<file path="config.mk">
export PLATFORM = sky130hd
export DESIGN_NAME = sdram_area3_cmd_timing
export DESIGN_NICKNAME = d
export VERILOG_FILES = /design/src/hdl/sdram_timing_pkg.sv /design/src/hdl/gap_counter.sv /design/src/hdl/cas_pipe.sv /design/src/hdl/sdram_area3_cmd_timing.sv
export VERILOG_INCLUDE_DIRS = /design/src /design/src/hdl
export SDC_FILE = /design/constraint.sdc
export NUM_CORES = 1
export LEC_CHECK = 0
export BUFFER_PORTS_ARGS = -buffer_cell sky130_fd_sc_hd__buf_2
export CAP_MARGIN = 10
export CORE_MARGIN = 3
export CORE_UTILIZATION = 50
export DETAILED_ROUTE_END_ITERATION = 16
export PLACE_DENSITY_LB_ADDON = 0.2
export RECOVER_POWER = 100
export SYNTH_ARGS = -nofsm -noshare
export SYNTH_HDL_FRONTEND = slang
export SYNTH_SLANG_ARGS = --single-unit
</file>
<file path="constraint.sdc">
create_clock -name mclk -period 2.3 [get_ports mclk]
set_input_delay 0.23 -clock mclk [delete_from_list [all_inputs] [get_ports mclk]]
set_output_delay 0.23 -clock mclk [all_outputs]
set_load 0.03 [all_outputs]
</file>
<file path="src/hdl/sdram_timing_params.svh">
// register map, field positions, reset values and timing limits of the area 3 timing block
`ifndef SDRAM_TIMING_PARAMS_SVH
`define SDRAM_TIMING_PARAMS_SVH

// register offsets (byte addresses on the register port)
`define WAIT_CTRL_OFFSET      8'h00
`define STATUS_OFFSET         8'h04

// wait control field positions (low bit of each two-bit field)
`define PRECHARGE_WAIT_POS    13
`define ACT_ACCESS_WAIT_POS   10
`define CAS_LATENCY_POS       7
`define WRITE_RECOVERY_POS    3

// wait control reset value and mask of the writable bits
`define WAIT_CTRL_RESET       32'h0000_0500
`define WAIT_CTRL_WMASK       32'h0000_6D98

// status layout: open banks in the low bits, then the self-refresh flag and the precharge-all busy flag
`define STATUS_OPEN_POS       0
`define STATUS_SELF_POS       8
`define STATUS_PRECHARGE_ALL_CMD_BUSY_POS  9

// depth of the read latency pipeline, longest cas latency in cycles
`define CAS_MAX_CYCLES        3

`endif

</file>
<file path="src/hdl/sdram_timing_pkg.sv">
// types shared by the area 3 command timing block
package sdram_timing_pkg;

	typedef enum logic [3:0] {
		cmd_nop,
		activate_cmd,
		read_cmd,
		read_autoprecharge_cmd,
		plain_write_cmd,
		write_autoprecharge_cmd,
		precharge_cmd,
		precharge_all_cmd,
		auto_refresh_cmd,
		self_refresh_cmd,
		self_refresh_exit_cmd
	} sdram_op_t;

	typedef struct packed {
		sdram_op_t  op;
		logic [1:0] bank;
	} sdram_cmd_t;

	typedef enum logic [0:0] {
		st_normal,
		st_self_refresh
	} power_state_t;

endpackage

</file>
<file path="src/hdl/gap_counter.sv">
// down-counter that holds off a dependent command for a programmed number of cycles
`timescale 1ns/1ps
module gap_counter #(
	parameter int W = 3
) (
	// clock and reset
	input  wire logic         mclk,
	input  wire logic         rst,
	// load and status
	input  wire logic         load,
	input  wire logic [W-1:0] load_val,
	output logic              expired
);

	logic [W-1:0] count_ff;
	logic [W-1:0] nxt_count;

	// a load wins over the running count so a fresh command always restarts the gap
	always_comb begin
		nxt_count = count_ff;
		if (load) begin
			nxt_count = load_val;
		end else if (count_ff != '0) begin
			nxt_count = count_ff - W'(1);
		end
	end

	always_ff @(posedge mclk or posedge rst) begin
		if (rst) begin
			count_ff <= '0;
		end else begin
			count_ff <= nxt_count;
		end
	end

	assign expired = (count_ff == '0);

endmodule

</file>
<file path="src/hdl/cas_pipe.sv">
// read latency pipeline: marks the cycle in which read data is due from the memory
`timescale 1ns/1ps
module cas_pipe #(
	parameter int DEPTH = 3
) (
	// clock and reset
	input  wire logic       mclk,
	input  wire logic       rst,
	// read issue and latency in cycles (1..DEPTH)
	input  wire logic       rd_issue,
	input  wire logic [1:0] latency,
	output logic            rd_due
);

	logic [DEPTH-1:0] pipe_ff;
	logic [DEPTH-1:0] nxt_pipe;

	// the read enters at the stage that leaves exactly latency cycles to the output
	always_comb begin
		nxt_pipe = {1'b0, pipe_ff[DEPTH-1:1]};
		for (int i = 0; i < DEPTH; i++) begin
			if (rd_issue && (int'(latency) == i + 1)) begin
				nxt_pipe[i] = 1'b1;
			end
		end
	end

	always_ff @(posedge mclk or posedge rst) begin
		if (rst) begin
			pipe_ff <= '0;
		end else begin
			pipe_ff <= nxt_pipe;
		end
	end

	assign rd_due = pipe_ff[0];

endmodule

</file>
<file path="src/hdl/sdram_area3_cmd_timing.sv">
// area 3 sdram command timing: wait control register and command gap enforcement
//
// Contract
// RQ1: precharge wait codes give 0..3 inserted cycles
// RQ2: precharge wait before activate to same bank
// RQ3: precharge wait from precharge-all to refresh/self-refresh
// RQ4: activate-to-access wait 0..3, reset code 01
// RQ5: cas latency 1/2/3 cycles, code 11 reserved
// RQ6: write recovery before auto-precharge starts
// RQ7: write recovery after write before precharge
// RQ8: write recovery codes give 0..3 cycles
// RQ9: reserved bits read zero, software writes zero
// RQ10: software sets write recovery to memory need
// RQ11: down-counters, nop until expiry, then command
`timescale 1ns/1ps
`include "sdram_timing_params.svh"
module sdram_area3_cmd_timing
	import sdram_timing_pkg::*;
#(
	parameter int BANKS = 4
) (
	// clock and reset
	input  wire logic             mclk,
	input  wire logic             rst,
	// register port
	input  wire logic [7:0]       reg_addr,
	input  wire logic [31:0]      reg_wdata,
	input  wire logic             reg_wr,
	input  wire logic             reg_rd,
	output logic      [31:0]      reg_rdata,
	// command requests from the bus-state sequencer
	input  wire logic             req_valid,
	input  wire sdram_cmd_t       req_cmd,
	output logic                  req_ack,
	// commands towards the memory pins and read data timing
	output sdram_cmd_t            mem_cmd,
	output logic                  rd_data_due
);

	localparam int CW = 3;

	////////////////////////////////////////////////////////////////////////////////
	// field decoders

	// two-bit wait code to cycle count, shared by the three wait fields
	function automatic logic [CW-1:0] wait_cycles(input logic [1:0] code);
		wait_cycles = {1'b0, code}; // RQ1 RQ4 RQ8
	endfunction

	// reserved latency code falls back to the longest latency rather than a short one
	function automatic logic [1:0] cas_cycles(input logic [1:0] code);
		case (code)
			2'h0:    cas_cycles = 2'h1;
			2'h1:    cas_cycles = 2'h2;
			2'h2:    cas_cycles = 2'h3;
			default: cas_cycles = 2'h3;
		endcase
	endfunction

	////////////////////////////////////////////////////////////////////////////////
	// wait control register

	logic [31:0]   ctrl_ff;
	logic [31:0]   nxt_ctrl;
	logic [CW-1:0] trp;
	logic [CW-1:0] trcd;
	logic [CW-1:0] write_recovery;
	logic [1:0]    cas_lat;

	always_comb begin
		nxt_ctrl = ctrl_ff;
		if (reg_wr && (reg_addr == `WAIT_CTRL_OFFSET)) begin
			nxt_ctrl = reg_wdata & `WAIT_CTRL_WMASK; // RQ9
		end
	end

	always_ff @(posedge mclk or posedge rst) begin
		if (rst) begin
			ctrl_ff <= `WAIT_CTRL_RESET; // RQ4 RQ5
		end else begin
			ctrl_ff <= nxt_ctrl;
		end
	end

	assign trp     = wait_cycles(ctrl_ff[`PRECHARGE_WAIT_POS +: 2]); // RQ1
	assign trcd    = wait_cycles(ctrl_ff[`ACT_ACCESS_WAIT_POS +: 2]); // RQ4
	assign write_recovery    = wait_cycles(ctrl_ff[`WRITE_RECOVERY_POS +: 2]); // RQ8
	assign cas_lat = cas_cycles(ctrl_ff[`CAS_LATENCY_POS +: 2]); // RQ5

	////////////////////////////////////////////////////////////////////////////////
	// gap counters: one set per bank plus one for the refresh sequences

	logic [BANKS-1:0]          pre_load;
	logic [BANKS-1:0]          act_load;
	logic [BANKS-1:0]          wr_load;
	logic [BANKS-1:0][CW-1:0]  pre_val;
	logic [BANKS-1:0]          pre_done;
	logic [BANKS-1:0]          act_done;
	logic [BANKS-1:0]          wr_done;
	logic                      precharge_all_cmd_load;
	logic                      precharge_all_cmd_done;

	genvar g;
	generate
		for (g = 0; g < BANKS; g++) begin : g_bank
			gap_counter #(.W(CW)) u_pre (
				.mclk     (mclk),
				.rst      (rst),
				.load     (pre_load[g]),
				.load_val (pre_val[g]),
				.expired  (pre_done[g])
			);
			gap_counter #(.W(CW)) u_act (
				.mclk     (mclk),
				.rst      (rst),
				.load     (act_load[g]),
				.load_val (trcd),
				.expired  (act_done[g])
			);
			gap_counter #(.W(CW)) u_wr (
				.mclk     (mclk),
				.rst      (rst),
				.load     (wr_load[g]),
				.load_val (write_recovery),
				.expired  (wr_done[g])
			);
		end
	endgenerate

	gap_counter #(.W(CW)) u_precharge_all_cmd (
		.mclk     (mclk),
		.rst      (rst),
		.load     (precharge_all_cmd_load),
		.load_val (trp),
		.expired  (precharge_all_cmd_done)
	);

	////////////////////////////////////////////////////////////////////////////////
	// command admission and issue

	sdram_cmd_t        cmd_ff;
	sdram_cmd_t        nxt_cmd;
	logic              ack_ff;
	logic              nxt_ack;
	power_state_t      state_ff;
	power_state_t      nxt_state;
	logic [BANKS-1:0]  open_ff;
	logic [BANKS-1:0]  nxt_open;
	logic              allowed;
	logic              take;
	logic              rd_issue;
	int unsigned       b;

	assign b = int'(req_cmd.bank);

	// a request stays up until its ack, so the ack cycle itself must not admit it twice
	always_comb begin
		allowed = 1'b0;
		case (state_ff)
			st_normal: begin
				case (req_cmd.op)
					activate_cmd: begin
						allowed = !open_ff[b] && pre_done[b]; // RQ2 RQ11
					end
					read_cmd, read_autoprecharge_cmd,
					plain_write_cmd, write_autoprecharge_cmd: begin
						allowed = open_ff[b] && act_done[b]; // RQ4 RQ11
					end
					precharge_cmd: begin
						allowed = wr_done[b]; // RQ7 RQ11
					end
					precharge_all_cmd: begin
						allowed = &wr_done; // RQ7
					end
					auto_refresh_cmd, self_refresh_cmd: begin
						allowed = precharge_all_cmd_done && (open_ff == '0); // RQ3 RQ11
					end
					default: begin
						allowed = 1'b0;
					end
				endcase
			end
			st_self_refresh: begin
				allowed = (req_cmd.op == self_refresh_exit_cmd);
			end
			default: begin
				allowed = 1'b0;
			end
		endcase
	end

	assign take     = req_valid && !ack_ff && allowed;
	assign rd_issue = take && (state_ff == st_normal) &&
		((req_cmd.op == read_cmd) || (req_cmd.op == read_autoprecharge_cmd));

	always_comb begin
		nxt_cmd   = '{op: cmd_nop, bank: 2'h0}; // RQ11
		nxt_ack   = take;
		nxt_state = state_ff;
		nxt_open  = open_ff;
		pre_load  = '0;
		act_load  = '0;
		wr_load   = '0;
		precharge_all_cmd_load = 1'b0;
		for (int i = 0; i < BANKS; i++) begin
			pre_val[i] = trp; // RQ2
		end
		if (take) begin
			nxt_cmd = req_cmd;
			case (req_cmd.op)
				activate_cmd: begin
					nxt_open[b] = 1'b1;
					act_load[b] = 1'b1; // RQ4
				end
				plain_write_cmd: begin
					wr_load[b] = 1'b1; // RQ7
				end
				write_autoprecharge_cmd: begin
					// auto-precharge starts after write recovery, then the bank needs precharge wait
					nxt_open[b] = 1'b0;
					pre_load[b] = 1'b1;
					pre_val[b]  = write_recovery + trp; // RQ6 RQ2
				end
				read_autoprecharge_cmd, precharge_cmd: begin
					nxt_open[b] = 1'b0;
					pre_load[b] = 1'b1; // RQ2
				end
				precharge_all_cmd: begin
					nxt_open  = '0;
					pre_load  = '1; // RQ2
					precharge_all_cmd_load = 1'b1; // RQ3
				end
				self_refresh_cmd: begin
					nxt_state = st_self_refresh;
				end
				self_refresh_exit_cmd: begin
					nxt_state = st_normal;
				end
				default: begin
					nxt_open = open_ff;
				end
			endcase
		end
	end

	always_ff @(posedge mclk or posedge rst) begin
		if (rst) begin
			cmd_ff   <= '{op: cmd_nop, bank: 2'h0};
			ack_ff   <= 1'b0;
			state_ff <= st_normal;
			open_ff  <= '0;
		end else begin
			cmd_ff   <= nxt_cmd;
			ack_ff   <= nxt_ack;
			state_ff <= nxt_state;
			open_ff  <= nxt_open;
		end
	end

	////////////////////////////////////////////////////////////////////////////////
	// read latency

	cas_pipe #(.DEPTH(`CAS_MAX_CYCLES)) u_cas (
		.mclk     (mclk),
		.rst      (rst),
		.rd_issue (rd_issue),
		.latency  (cas_lat), // RQ5
		.rd_due   (rd_data_due)
	);

	////////////////////////////////////////////////////////////////////////////////
	// register read

	logic [31:0] rdata_ff;
	logic [31:0] nxt_rdata;
	logic [31:0] status_word;

	always_comb begin
		status_word = '0;
		status_word[`STATUS_OPEN_POS +: BANKS] = open_ff;
		status_word[`STATUS_SELF_POS]          = (state_ff == st_self_refresh);
		status_word[`STATUS_PRECHARGE_ALL_CMD_BUSY_POS]     = !precharge_all_cmd_done;
	end

	// data stands only in the cycle after the strobe; unmapped offsets read zero
	always_comb begin
		nxt_rdata = '0;
		if (reg_rd) begin
			case (reg_addr)
				`WAIT_CTRL_OFFSET: nxt_rdata = ctrl_ff & `WAIT_CTRL_WMASK; // RQ9
				`STATUS_OFFSET:    nxt_rdata = status_word;
				default:           nxt_rdata = '0;
			endcase
		end
	end

	always_ff @(posedge mclk or posedge rst) begin
		if (rst) begin
			rdata_ff <= '0;
		end else begin
			rdata_ff <= nxt_rdata;
		end
	end

	assign reg_rdata = rdata_ff;
	assign req_ack   = ack_ff;
	assign mem_cmd   = cmd_ff;

endmodule

</file>
# Word level (Yosys, flattened, before mapping)

Cells that the tools add are included.

Bits in registers: 94
Memories: 0
Output and inout bits: 40
Bits in latches: 0
Memory bits (read-only): 0
Memory bits (writable): 0

Multiplexer cells: 60
Shift-type cells: 0
Bitwise logic cells: 4
Reduce and logical (&&, ||, !) cells: 66
$mul: 0
Order comparisons: 2
Divide/modulo/power cells: 0
Add/subtract/negate cells: 14
Equal/unequal tests: 15

Operators with widths:

| cell                                                                  | number |
|---|---|
| 3-bit two-way mux                                                     | 27 |
| 3-bit nonzero test                                                    | 14 |
| 3-bit logical NOT                                                     | 13 |
| 3-bit by 1-bit subtractor with 3-bit output, second input constant    | 13 |
| 15-bit case mux with 2 select lines                                   | 1 |
| 2-bit nonzero test                                                    | 14 |
| 12-bit two-way mux                                                    | 2 |
| 4-bit two-way mux                                                     | 5 |
| 4-bit by 3-bit equality test with 1-bit output, second input constant | 4 |
| 15-bit two-way mux                                                    | 1 |
| 12-bit bitwise mux                                                    | 1 |
| 4-bit equality test, second input constant                            | 3 |
| 1-bit logical AND                                                     | 12 |
| 4-bit case mux with 3 select lines                                    | 1 |
| 1-bit two-way mux                                                     | 10 |
| 1-bit binary-select mux with 2-bit select                             | 4 |
| 4-bit by 2-bit equality test with 1-bit output, second input constant | 2 |
| 8-bit by 3-bit equality test with 1-bit output, second input constant | 1 |
| 8-bit logical NOT                                                     | 1 |
| 4-bit case mux with 2 select lines                                    | 1 |
| 3-bit demux with 2-bit select                                         | 1 |
| 6-bit two-way mux                                                     | 1 |
| 1-bit case mux with 5 select lines                                    | 1 |
| 4-bit AND                                                             | 1 |
| 21 further kinds                                                      | 27 |

# Depth between registers and ports, before layout

Gate-level depths: netlist (run 1).

Depth in word-level cells: 11
Gate-level depth with buffers: 8
Gate-level depth less buffers: 7

# By module

Synthesis (run 1) repeated with hierarchy kept, for this count alone.

Cells, all modules: 486
Area, all modules: 4779.6 um2

Modules (own cells, without submodules):

| module                             | sequential area each (um2) | cells an instance | area an instance (um2) | instances |
|---|---|---|---|---|
| gap_counter at g_bank[0].u_act ... | 75.1                       | 22                | 205.2                  | 12 |
| sdram_area3_cmd_timing             | 803.3                      | 191               | 2003.2                 | 1 |
| gap_counter at g_bank[0].u_pre     | 75.1                       | 22                | 203.9                  | 1 |
| cas_pipe                           | 75.1                       | 9                 | 110.1                  | 1 |

# Least setup slack after synthesis (run 1)

Ideal clock, no wire load.

Kind: register -> register
Start point: register g_bank[3].u_wr.count_ff[0]
End point: register u_precharge_all_cmd.count_ff[0]
Cell stages (with the launch flop): 9
Setup time: 0.128 ns
Setup slack: -0.090 ns
Period minus slack after synthesis: 2.390 ns
Data required time: 2.172 ns
Arrival: 2.263 ns
Cells stage by stage: dfrtp_1 -> inv_1 -> ha_1 -> nor2b_1 -> mux4_2 -> a211o_2 -> buf_6 -> o211ai_2 -> mux2_1

Word-level cells in the longest chain between the ends: 8
Elaborated cells between the ends (all ways): 10

RTL lines:

| what                                                           | line                          | RTL |
|---|---|---|
| start, declared                                                | gap_counter.sv:15             | `logic [W-1:0] count_ff;` |
| start signal, assigned                                         | gap_counter.sv:32             | `count_ff <= nxt_count;` |
| 3-bit logical NOT *                                            | gap_counter.sv:36             | `assign expired = (count_ff == '0);` |
| 1-bit binary-select mux with 2-bit select                      | sdram_area3_cmd_timing.sv:170 | `allowed = wr_done[b];` |
| 1-bit two-way mux (implied by the code)                        | sdram_area3_cmd_timing.sv:170 |  |
| 1-bit case mux with 5 select lines *                           | sdram_area3_cmd_timing.sv:161 | `case (req_cmd.op)` |
| 1-bit case mux with 2 select lines *                           | sdram_area3_cmd_timing.sv:159 | `case (state_ff)` |
| 1-bit logical AND *                                            | sdram_area3_cmd_timing.sv:192 | `assign take = req_valid && !ack_ff && allowed;` |
| 1-bit two-way mux *                                            | sdram_area3_cmd_timing.sv:208 | `if (take) begin` |
| 3-bit two-way mux / 2-bit nonzero test (equally long branches) | --                            |  |
| end signal, assigned                                           | gap_counter.sv:32             |  |
| end, declared                                                  | gap_counter.sv:15             |  |

Mark *: on every way between the ends. The rest lies on a longest branch, timed or not. The select of a mux whose other input is x is not followed.
A chain may end at the register's enable or synchronous reset.

# Final worst setup path (run 1)

Start point: register g_bank[2].u_wr.count_ff[0]
End point: register g_bank[3].u_act.count_ff[1]

Word-level cells in the longest chain between the ends: 8
Elaborated cells between the ends (all ways): 10

RTL lines:

| what                                                           | line |
|---|---|
| start, declared                                                | gap_counter.sv:15 |
| start signal, assigned                                         | gap_counter.sv:32 |
| 3-bit logical NOT *                                            | gap_counter.sv:36 |
| 1-bit binary-select mux with 2-bit select                      | sdram_area3_cmd_timing.sv:170 |
| 1-bit two-way mux (implied by the code)                        | sdram_area3_cmd_timing.sv:170 |
| 1-bit case mux with 5 select lines *                           | sdram_area3_cmd_timing.sv:161 |
| 1-bit case mux with 2 select lines *                           | sdram_area3_cmd_timing.sv:159 |
| 1-bit logical AND *                                            | sdram_area3_cmd_timing.sv:192 |
| 4-bit two-way mux *                                            | sdram_area3_cmd_timing.sv:208 |
| 3-bit two-way mux / 2-bit nonzero test (equally long branches) | -- |
| end signal, assigned                                           | gap_counter.sv:32 |
| end, declared                                                  | gap_counter.sv:15 |

Marked as above.

==> impl_results.md, run 1 <==
* Leak pwr at 2.838 nW
* Nets at about 600
* GP Congestion at between 0.8 and 0.9
* Comb power frac at 53.4%
* Peak Freq at 0.4152 GHz
* Worst Setup End Kind: register
* Drt pass-1 iters at 5
* Sequential power share at 30.1%
* Post-synthesis cell area at around 4500 µm²
* CP delay by family, top: multiplexers
* Core Area at 8464 µm²
* Setup TNS at -1.884 ns
* Minimum clock period at 2.409 ns
* Placed cell count at 601
* CP max-delay cell: mux4_2
* Vias in the first global route at ~3600
* Fin. max-slew vios at 75
* Rel. slew slack at -10.03%
* Clock root buffer: clkbuf_8
* H-tree levels at 3
* Clock Latency Late Sink at 0.35 ns
* Worst Skew at ~0.0095 ns
* Power per cell area at 1128 nW/µm²
* Die height at 100.6 µm
* Filler cell count in the final layout at 632
* Ys async rst share at 100.0%
* Final hold vios at 0
* Register area share after synthesis at 41.48%
* I/O pin count at 91
* Initial antenna violation count at 0
* Post-route antenna net violation count at 0
* Detailed Place HPWL at 7.246 mm
* Area delta synth->final at 29.81%
* Layout Cells excl Fill at 634
* Clock power share at between 10% and 20%
* Ant diodes at 0
* Initial Utilization at 52.82%
* Pwr Total at 6.548 mW
* Post-synthesis average cell area at 11.01 µm²
* Layout cells sized above 1 at 37.62%
* CP Cell Sequence: inv_2, ha_4, nor2b_4, mux4_2, a211o_4, o21ai_1, buf_4, mux2_2
* # DRC at 0
* Worst min path class: primary input to register
* Top FF cell, synth: dfrtp_1
* CTS tree: done
* GR Overflow Total at 0
* Routed vias/inst at 5.372
* Seq cells post-synth at 74
* Net Sw Power at 2.290 mW
* Net Sw Frac at 34.98%
* Internal power at approximately 4.3 mW
* Number of buffers created by CTS at 9
* Worst-Margin Slew at 1.650 ns
* Slowest Stage Delay on Critical Path at 0.49 ns
* Max Cap Viol at 1
* RSZ-0062 raised after global routing: true
* Crit path DAT at 2.65 ns
* VDD IR max at 0.0007495 V
* Largest net degree at the start of global routing at between 70 and 80
* Input/output buffers at between 40 and 50
* Final WL at 10.52 mm
* Worst path bufs/invs at 2
* Gate Count Post-Synth at 406
* Die width at between 100 and 150 µm
* Total number of yosys warnings at 0
* Starting DRC count in detailed routing at approximately 180
* Clock sinks at between 70 and 80
* Clock transition at the registers of the reported paths at ~0.09 ns
* CP max FO at 7
* Worst Path Required at 2.54 ns
* Clock tree buffer depth at 2
* # rows at 33
* Period utilization at 104.7%
* Status: finished, violations left
* Startpoint Class: register
* GRT Overall Usage at 21.67%
* Global-route wire length before repair at 17.35 mm
* Number of synthesized flops with an enable pin at 0
* Vias at 3406
* Final WS setup at -0.1086 ns
* # setup viols final at 30
* Avg WL per Cell at 16.59 µm
* Distinct cells, synth at between 50 and 60
* DIE AREA at between 10000 and 15000 µm²
* CP Class: register to register
* Failing checks: max-capacitance violations, max-slew violations, negative setup slack
final timing paths:
check,startpoint,to,slack (ns),depth (start not counted)
min in group asynchronous,rst,ctrl_ff[11],1.01,4
worst min-delay path,reg_wdata[4],ctrl_ff[4],0.1,2
worst min register to register,u_cas.pipe_ff[1],u_cas.pipe_ff[0],0.45,1
worst max-delay path,g_bank[2].u_wr.count_ff[0],g_bank[3].u_act.count_ff[1],-0.11,8
max in group asynchronous,rst,g_bank[1].u_pre.count_ff[2],0.29,4
worst max register to register,g_bank[2].u_wr.count_ff[0],g_bank[3].u_act.count_ff[1],-0.11,8
power by group through the flow:
stage / combinational (mW) / clock, mW / sequential, mW
after global placement: 2.77 / 0 / 1.97
after floorplan: 2.00 / 0 / 1.98
after global routing: 3.90 / 1.15 / 2.02
after CTS: 3.34 / 1.10 / 1.96
after detailed placement: 2.92 / 0 / 1.98
final: 3.49 / 1.08 / 1.97
logic make-up after synthesis:
| group | after synthesis | synth area share (%) |
|---|---|---|
| and+or+nand+nor | 100 | 12.90 |
| DFF | 74 | 41.48 |
| buffers and inverters | 70 | 7.976 |
| muxes | 67 | 17.02 |
| AOI/OAI and AO/OA | 48 | 8.900 |
| adders and majority gates | 32 | 8.900 |
| xor gates and xnor gates | 14 | 2.743 |
| other | 1 | 0.08388 |
layer usage:
metal | global-route usage [%] | share of wire (%) | vias to the layer above
li1 | - | - | 1601
met1 | 27.18 | 43 | 1699
met2 | 37.31 | 51 | 91
met3 | 5.190 | 4.7 | 15
met4 | 6.114 | 1.8 | 0
met5 | 0 | 0 | -
repair_timing:
action	CTS	global route
resized for setup	43	19
endpoints found under the hold margin	72	0
gates cloned	2	1
buffers inserted	8	5
hold buffers	1	0
pin swaps	12	15
setup endpoints to repair	39	49
Yosys cell counts, types with 3 or more instances:
cell type,count,area (µm²)
a22o_1,4,35.03
o21ai_1,4,20.02
o21ai_2,3,26.28
nor2b_1,12,75.07
mux2i_1,31,310.3
clkbuf_1,4,15.01
mux2_1,10,112.6
nand2b_1,7,43.79
buf_2,3,15.01
mux4_2,4,90.09
o211ai_2,6,75.07
o21ai_0,10,50.05
nand2_1,12,45.04
mux2_2,22,247.7
ha_1,27,337.8
nor2_1,23,86.33
inv_1,40,150.1
buf_4,20,150.1
maj3_1,4,40.04
and3_1,5,31.28
xnor2_1,14,122.6
nor4_1,3,18.77
a21oi_1,7,35.03
dfrtp_1,72,1802
nor3_1,8,40.04
and2_1,15,93.84
per-stage QoR:
stage	hold WS (ns)	utilization (%)	setup WS, ns	instance area, µm²
4_1_cts	0.09484	67.64	-0.09214	5725
3_3_place_gp	0.3440	61.36	-0.1262	5194
5_1_grt	0.09820	68.56	-0.2016	5803
2_1_floorplan	0.3806	-	-0.02315	4621
6_report	0.09995	68.56	-0.1086	5803
3_5_place_dp	0.3514	61.36	-0.1401	5194
final cells by class:
| class | instances | area, µm² | share of cell area, % |
|---|---|---|---|
| clock buffers | 10 | 137.6 | 2.372 |
| inverters | 40 | 150.1 | 2.587 |
| flip-flops and latches | 74 | 1854 | 31.95 |
| repair buffers | 115 | 777.0 | 13.39 |
| multi-input cells | 284 | 2681 | 46.21 |
| clock inverters | 6 | 71.32 | 1.229 |
| well taps | 105 | 131.4 | 2.264 |
cells in the final DEF, fill, tap and decap left out, types with 8 or more instances in the layout:
master / synthesis / routed
o21ai_0: 10 / 10
dfrtp_1: 72 / 72
mux2i_1: 31 / 31
nor3_1: 8 / 8
ha_1: 27 / 14
conb_1: 1 / 20
ha_4: 0 / 8
clkbuf_8: 0 / 10
mux2_2: 22 / 16
and2_1: 15 / 11
xnor2_1: 14 / 14
nor2_1: 23 / 23
inv_1: 40 / 34
mux2_4: 0 / 16
buf_2: 3 / 27
buf_6: 2 / 10
clkbuf_1: 4 / 21
buf_4: 20 / 54
nand2_1: 12 / 12
state kept, by name, indices dropped and copies added, names as in the netlist:
name / cells
state_ff: 1
ctrl_ff: 8
g_bank.u_pre.count_ff: 12
g_bank.u_act.count_ff: 12
mem_cmd: 6
u_precharge_all_cmd.count_ff: 3
reg_rdata: 12
u_cas.pipe_ff: 3
g_bank.u_wr.count_ff: 12
open_ff: 4
req_ack: 1
(Power assumes the default switching activity.)
==> run 2, diff against run 1 <==
--- a/config.mk
+++ b/config.mk
@@ -8,6 +8,7 @@
 export LEC_CHECK = 0
 export BUFFER_PORTS_ARGS = -buffer_cell sky130_fd_sc_hd__buf_2
 export CAP_MARGIN = 10
+export CORE_ASPECT_RATIO = 1.1
 export CORE_MARGIN = 3
 export CORE_UTILIZATION = 50
 export DETAILED_ROUTE_END_ITERATION = 16
==> run 2 against run 1 <==
Against the previous run: the run ends with negative setup slack left; design area shrank 3.5%; sequential share of layout area grew 1.2 points; global-route usage is essentially flat; worst hold slack gained 0.0072 ns; sequential power is essentially flat; die area is essentially flat; first-iteration DRC count grew 5.6%; via count shrank 2.3%; largest power group unchanged; sequential cell count is the same; wire length shrank 2.5%.
==> impl_results.md, run 2 (synthesis results as in run 1) <==
* Commonest non-fill, non-tap cell in the layout: dfrtp_1 (unchanged)
* Starting DRC count in detailed routing at 189 (was 179)
* Status: finished, violations left (unchanged)
* Pwr Total at 6.178 mW (was 6.548 mW)
* Avg WL per Cell at 16.09 µm (was 16.59 µm)
* Multi-input gate area at 2552 µm² (was 2681 µm²)
* Clock sinks at 74 (unchanged)
* Clock Latency Late Sink at 0.35 ns (about the same)
* Failing checks: negative setup slack (was max-capacitance violations, max-slew violations, negative setup slack)
* Nets at 600 (was 603)
* Clock transition at the registers of the reported paths at 0.09 ns (about the same)
* Clock tree buffer depth at 2 (unchanged)
* Post-Place Setup Slack at -0.1221 ns (was -0.1401 ns)
* Die width at 96.16 µm (was 100.6 µm)
* Detailed Place HPWL at 7.571 mm (was 7.246 mm)
* Worst Skew at 0.01272 ns (was 0.009546 ns)
* Startpoint Class: register (unchanged)
* Fin util at 65.58% (was 68.56%)
* Area delta synth->final at 25.27% (was 29.81%)
* Final hold vios at 0 (unchanged)
* Peak Freq at 0.4125 GHz (was 0.4152 GHz)
* Core Area at 8539 µm² (was 8464 µm²)
* Hold-critical path endpoint: ctrl_ff[3] (was ctrl_ff[4])
* Net Sw Frac at 35.52% (was 34.98%)
* Worst Setup End Kind: register (unchanged)
* VDD IR max at 0.0006767 V (was 0.0007495 V)
* H-tree levels at 3 (unchanged)
* Routed vias/inst at 5.223 (was 5.372)
* Rel. slew slack at 44.72% (was -10.03%)
* Ant diodes at 0 (unchanged)
* Setup TNS at -1.876 ns (was -1.884 ns)
* Max Cap Viol at 0 (was 1)
* # DRC at 0 (unchanged)
* Reg2Reg Depth at 7 (was 8)
* CTS tree: done (unchanged)
* Die height at 105.2 µm (was 100.6 µm)
* FF/Latch Area at 1854 µm² (unchanged)
* Worst path bufs/invs at 1 (was 2)
* Comb power frac at 53.4% (about the same)
* RSZ-0062 raised after global routing: true (unchanged)
* Final WS setup at -0.1240 ns (was -0.1086 ns)
* Sequential power share at 31.7% (was 30.1%)
* Crit path DAT at 2.65 ns (about the same)
* Initial antenna violation count at 0 (unchanged)
* Flop2flop setup slack at -0.12 ns (was -0.11 ns)
* Worst-Margin Slew at 0.8284 ns (was 1.650 ns)
* I/O pin count at 91 (unchanged)
* Final Instance Area at 5600 µm² (was 5803 µm²)
* # rows at 35 (was 33)
* RR Endpoint: state_ff (was g_bank[3].u_act.count_ff[1])
* Layout cells sized above 1 at 34.98% (was 37.62%)
* CP max FO at 6 (was 7)
* Slowest Stage Delay on Critical Path at 0.53 ns (was 0.49 ns)
* GP Congestion at 0.8599 (was 0.8520)
* Period utilization at 105.4% (was 104.7%)
* # setup viols final at 28 (was 30)
* Global-route wire length before repair at 16.85 mm (was 17.35 mm)
* Minimum clock period at 2.424 ns (was 2.409 ns)
* Input/output buffers at 46 (unchanged)
* GRT Overall Usage at 21.66% (was 21.67%)
* CP startpoint: g_bank[3].u_act.count_ff[0] (was g_bank[2].u_wr.count_ff[0])
* Vias at 3327 (was 3406)
* CP max-delay cell: mux4_2 (unchanged)
* Placed inst area at 5224 µm² (was 5194 µm²)
* R2R Path Start: g_bank[3].u_act.count_ff[0] (was g_bank[2].u_wr.count_ff[0])
* Vias in the first global route at 3485 (was 3553)
* Number of buffers created by CTS at 9 (unchanged)
* Clock root buffer: clkbuf_8 (unchanged)
* Power per cell area at 1103 nW/µm² (was 1128 nW/µm²)
* Initial Utilization at 52.35% (was 52.82%)
* Worst Path Required at 2.53 ns (was 2.54 ns)
* Largest net degree at the start of global routing at 30 (was 75)
* HP Start: reg_wdata[3] (was reg_wdata[4])
* CP Class: register to register (unchanged)
* CP Cell Sequence: inv_1, ha_4, ha_4, mux4_2, a32o_2, o211ai_1, mux2_1 (was inv_2, ha_4, nor2b_4, mux4_2, a211o_4, o21ai_1, buf_4, mux2_2)
* CP delay by family, top: multiplexers (unchanged)
* Clock power share at 14.9% (was 16.5%)
* GR Overflow Total at 0 (unchanged)
* DIE AREA at 10110 µm² (about the same)
* Most frequent cells in the layout: dfrtp_1 (72), buf_4 (56), inv_1 (36) (was dfrtp_1 (72), buf_4 (54), inv_1 (34))
* Hold Path Depth at 2 (unchanged)
* Leak pwr at 2.763 nW (was 2.838 nW)
* Worst min path class: primary input to register (unchanged)
* Internal power at 3.983 mW (was 4.258 mW)
* Drt pass-1 iters at 5 (unchanged)
* Filler cell count in the final layout at 686 (was 632)
* Fin. max-slew vios at 0 (was 75)
* Post-route antenna net violation count at 0 (unchanged)
* Final WL at 10.25 mm (was 10.52 mm)
* Net Sw Power at 2.195 mW (was 2.290 mW)
* Cell repeated most along the worst path: ha_4
==> run 2: changes by cell type in the layout (fill, tap and decap cells not counted), moves of 2 or more <==
cell	previous run	this run
mux2_4	16	11
o21ai_4	4	1
inv_1	34	36
inv_2	6	4
clkbuf_2	0	2
o21ai_1	3	1
o211ai_4	7	5
ha_2	5	9
ha_4	8	3
o21ai_2	0	5
mux2_1	0	7
buf_4	54	56
mux2_2	16	14
buf_6	10	7
==> run 2: through the flow <==
stage | instances | hold slack [ns]
2_1_floorplan | 425 | 0.3806
3_3_place_gp | 610 | 0.2764
3_5_place_dp | 610 | 0.2861
4_1_cts | 632 | 0.09499
5_1_grt | 637 | 0.09200
6_report | 637 | 0.1072
==> run 2: how the worst max path moves through the flow <==
| stage | end | slack [ns] | cells after the start |
|---|---|---|---|
| 6_report | state_ff | -0.12 | 7 |
| 5_1_grt | g_bank[2].u_pre.count_ff[1] | -0.19 | 8 |
| 4_1_cts | g_bank[2].u_act.count_ff[0] | -0.1 | 7 |
| 3_5_place_dp | g_bank[3].u_act.count_ff[1] | -0.12 | 8 |
| 3_3_place_gp | g_bank[3].u_act.count_ff[0] | -0.10 | 8 |
| 2_1_floorplan | u_precharge_all_cmd.count_ff[0] | -0.02 | 8 |
==> run 2: layout make-up <==
type / instances / share of cell area, %
clock inverters: 6 / 0.8713
flip-flops and latches: 74 / 33.11
repair buffers: 113 / 13.00
clock buffers: 10 / 2.279
well taps: 111 / 2.480
multi-input cells: 283 / 45.58
inverters: 40 / 2.681
==> run 2: timing repair <==
action                     4_1_cts  5_1_grt
hold endpoints to repair        20        0
setup endpoints to repair       41       46
setup buffers                    3        5
pin swaps                        7       11
resized for setup               15       23
hold buffers                     1        0
gates cloned                     2        0
==> run 2: power groups by stage <==
stage                     combinational [mW]  sequential [mW]  clock [mW]
after CTS                               3.13             1.95       0.944
final                                   3.30             1.96       0.919
after floorplan                         2.00             1.98           0
after global routing                    3.72             2.01        1.01
after global placement                  2.78             1.96           0
after detailed placement                2.95             1.98           0
==> run 2: routing by layer <==
layer  vias up  GRT usage, %  part of all wire, %
met5         -             0                    0
met4         0         7.927                  2.4
met3        20         4.536                  4.7
met2        87         37.30                   53
met1      1628         26.07                   40
li1       1592             -                    -
==> run 3, diff against run 2 <==
--- a/config.mk
+++ b/config.mk
@@ -8,7 +8,7 @@
 export LEC_CHECK = 0
 export BUFFER_PORTS_ARGS = -buffer_cell sky130_fd_sc_hd__buf_2
 export CAP_MARGIN = 10
-export CORE_ASPECT_RATIO = 1.1
+export CORE_ASPECT_RATIO = 0.7
 export CORE_MARGIN = 3
 export CORE_UTILIZATION = 50
 export DETAILED_ROUTE_END_ITERATION = 16
==> run 3 against run 2 <==
Against the previous run: the run ends with max-capacitance violations, max-slew violations, negative setup slack left; sequential power about the same; via count increased by 1.6%; combinational power increased by 13%; sequential cell count unchanged; worst hold slack improved by 0.013 ns; largest power group unchanged.
==> impl_results.md, run 3 (synthesis results as in run 1) <==
* Peak Freq at 0.4177 GHz (was 0.4125 GHz)
* GR Overflow Total at 0 (unchanged)
* Starting DRC count in detailed routing at 129 (was 189)
* Vias in the first global route at 3550 (was 3485)
* Worst Skew at 0.006860 ns (was 0.01272 ns)
* Power per cell area at 1226 nW/µm² (was 1103 nW/µm²)
* Die height at 85.11 µm (was 105.2 µm)
* GP Congestion at 0.8557 (was 0.8599)
* Die width at 119.0 µm (was 96.16 µm)
* Filler cell count in the final layout at 631 (was 686)
* Initial Utilization at 52.08% (was 52.35%)
* Pwr Total at 7.422 mW (was 6.178 mW)
* Worst Setup End Kind: register (unchanged)
* Rel. slew slack at -7.616% (was 44.72%)
* Worst Path Required at 2.52 ns (was 2.53 ns)
* Global-route wire length before repair at 18.08 mm (was 16.85 mm)
* Clock transition at the registers of the reported paths at 0.06 ns (was 0.09 ns)
* Post-route antenna net violation count at 0 (unchanged)
* Core Area at 8583 µm² (was 8539 µm²)
* GRT Overall Usage at 23.10% (was 21.66%)
* Period utilization at 104.1% (was 105.4%)
* RSZ-0062 raised after global routing: true (unchanged)
* Hold Slack at 0.1205 ns (was 0.1072 ns)
* Fin. max-slew vios at 75 (was 0)
* VDD IR max at 0.0008009 V (was 0.0006767 V)
* Final hold vios at 0 (unchanged)
* Multi-input gate area at 2713 µm² (was 2552 µm²)
* CP Class: register to register (unchanged)
* Startpoint Class: register (unchanged)
* FF/Latch Area at 1854 µm² (unchanged)
* Area delta synth->final at 35.40% (was 25.27%)
* Most frequent cells in the layout: dfrtp_1 (72), buf_4 (57), inv_1 (34) (was dfrtp_1 (72), buf_4 (56), inv_1 (36))
* Leak pwr at 2.946 nW (was 2.763 nW)
* Placed cell count at 624 (was 610)
* Largest net degree at the start of global routing at 75 (was 30)
* Commonest non-fill, non-tap cell in the layout: dfrtp_1 (unchanged)
* H-tree levels at 3 (unchanged)
* Layout cells sized above 1 at 38.95% (was 34.98%)
* Clock Latency Late Sink at 0.34 ns (was 0.35 ns)
* Clock sinks at 74 (unchanged)
* # DRC at 0 (unchanged)
* Number of buffers created by CTS at 9 (unchanged)
* Minimum clock period at 2.394 ns (was 2.424 ns)
* CP max FO at 5 (was 6)
* Detailed Place HPWL at 7.808 mm (was 7.571 mm)
* Final WL at 11.28 mm (was 10.25 mm)
* Nets at 608 (was 600)
* Layout Cells excl Fill at 654 (was 637)
* Worst-Margin Slew at 1.614 ns (was 0.8284 ns)
* Clock root buffer: clkbuf_16 (was clkbuf_8)
* # setup viols final at 33 (was 28)
* Ant diodes at 0 (unchanged)
* Final WS setup at -0.09398 ns (was -0.1240 ns)
* Worst min path class: primary input to register (unchanged)
* Crit path DAT at 2.62 ns (was 2.65 ns)
* I/O pin count at 91 (unchanged)
* DIE AREA at 10130 µm² (was 10110 µm²)
* Drt pass-1 iters at 4 (was 5)
* Status: finished, violations left (unchanged)
* Max Cap Viol at 1 (was 0)
* Input/output buffers at 46 (unchanged)
* Clock tree buffer depth at 2 (unchanged)
* CTS tree: done (unchanged)
* # rows at 28 (was 35)
* Routed vias/inst at 5.170 (was 5.223)
* Avg WL per Cell at 17.24 µm (was 16.09 µm)
* Initial antenna violation count at 0 (unchanged)
* Failing checks: max-capacitance violations, max-slew violations, negative setup slack (was negative setup slack)
* Post-Place Setup Slack at -0.1568 ns (was -0.1221 ns)
* Vias at 3381 (was 3327)
## run 3: cell types whose count changed in the layout (fill, tap and decap cells not counted), sizes merged
cell | previous run | this run
buf | 89 | 98
clkinvlp | 3 | 0
clkbuf | 33 | 34
inv | 42 | 40
bufinv | 0 | 3
a32o | 2 | 1
clkinv | 1 | 2
## run 3: per-stage QoR
stage	TNS (ns)	util [%]	cell area, µm²
floorplan	-0.1141	-	4621
detailed placement	-3.465	61.57	5285
global route	-8.584	70.52	6053
global placement	-1.823	61.57	5285
CTS	-2.162	68.88	5912
finish	-1.850	70.52	6053
## run 3: power by group
group          internal (mW)  switching, mW  total, mW
combinational           2.11           1.63       3.74
sequential              1.74          0.258       1.99
clock                   1.12          0.562       1.69
## run 3: worst max-delay path, cell delays in order (launching register included)
cell and delay [ns]:
dfrtp_1 0.37, inv_2 0.06, ha_4 0.16, nor2b_4 0.12, mux4_2 0.52, a211o_4 0.42, o21ai_2 0.20, buf_6 0.14
mux2_4 0.29
## run 3: per-layer routing
metal | track usage (%) | up-vias | share of wire [%]
met3 | 6.862 | 24 | 6.0
met1 | 29.94 | 1658 | 44
met2 | 38.03 | 91 | 48
met5 | 0 | - | 0
met4 | 6.414 | 0 | 2.3
li1 | - | 1608 | -
## run 3: area by class of cell
class / instances / share of cell area [%]
clock inverters: 5 / 1.778
well taps: 120 / 2.480
clock buffers: 11 / 4.175
repair buffers: 122 / 13.64
inverters: 40 / 2.480
multi-input cells: 282 / 44.81
flip-flops and latches: 74 / 30.63
## run 3: what timing repair did
| item | 4_1_cts | 5_1_grt |
|---|---|---|
| cloned | 1 | 0 |
| setup buffers | 5 | 9 |
| hold buffers | 1 | 0 |
| setup endpoints to repair | 47 | 51 |
| pin swaps | 12 | 14 |
| hold endpoints to repair | 60 | 0 |
| resized for setup | 39 | 34 |
## run 3: final timing paths
path,startpoint,end,slack [ns],cells past startpoint
setup / recovery,g_bank[3].u_wr.count_ff[0],g_bank[0].u_act.count_ff[1],-0.09,8
hold / removal,reg_wdata[14],ctrl_ff[14],0.12,2
setup reg to reg,g_bank[3].u_wr.count_ff[0],g_bank[0].u_act.count_ff[1],-0.09,8
hold reg to reg,u_cas.pipe_ff[2],u_cas.pipe_ff[1],0.46,1
max in group asynchronous,rst,u_precharge_all_cmd.count_ff[0],0.34,4
min in group asynchronous,rst,mem_cmd[1],1.01,4
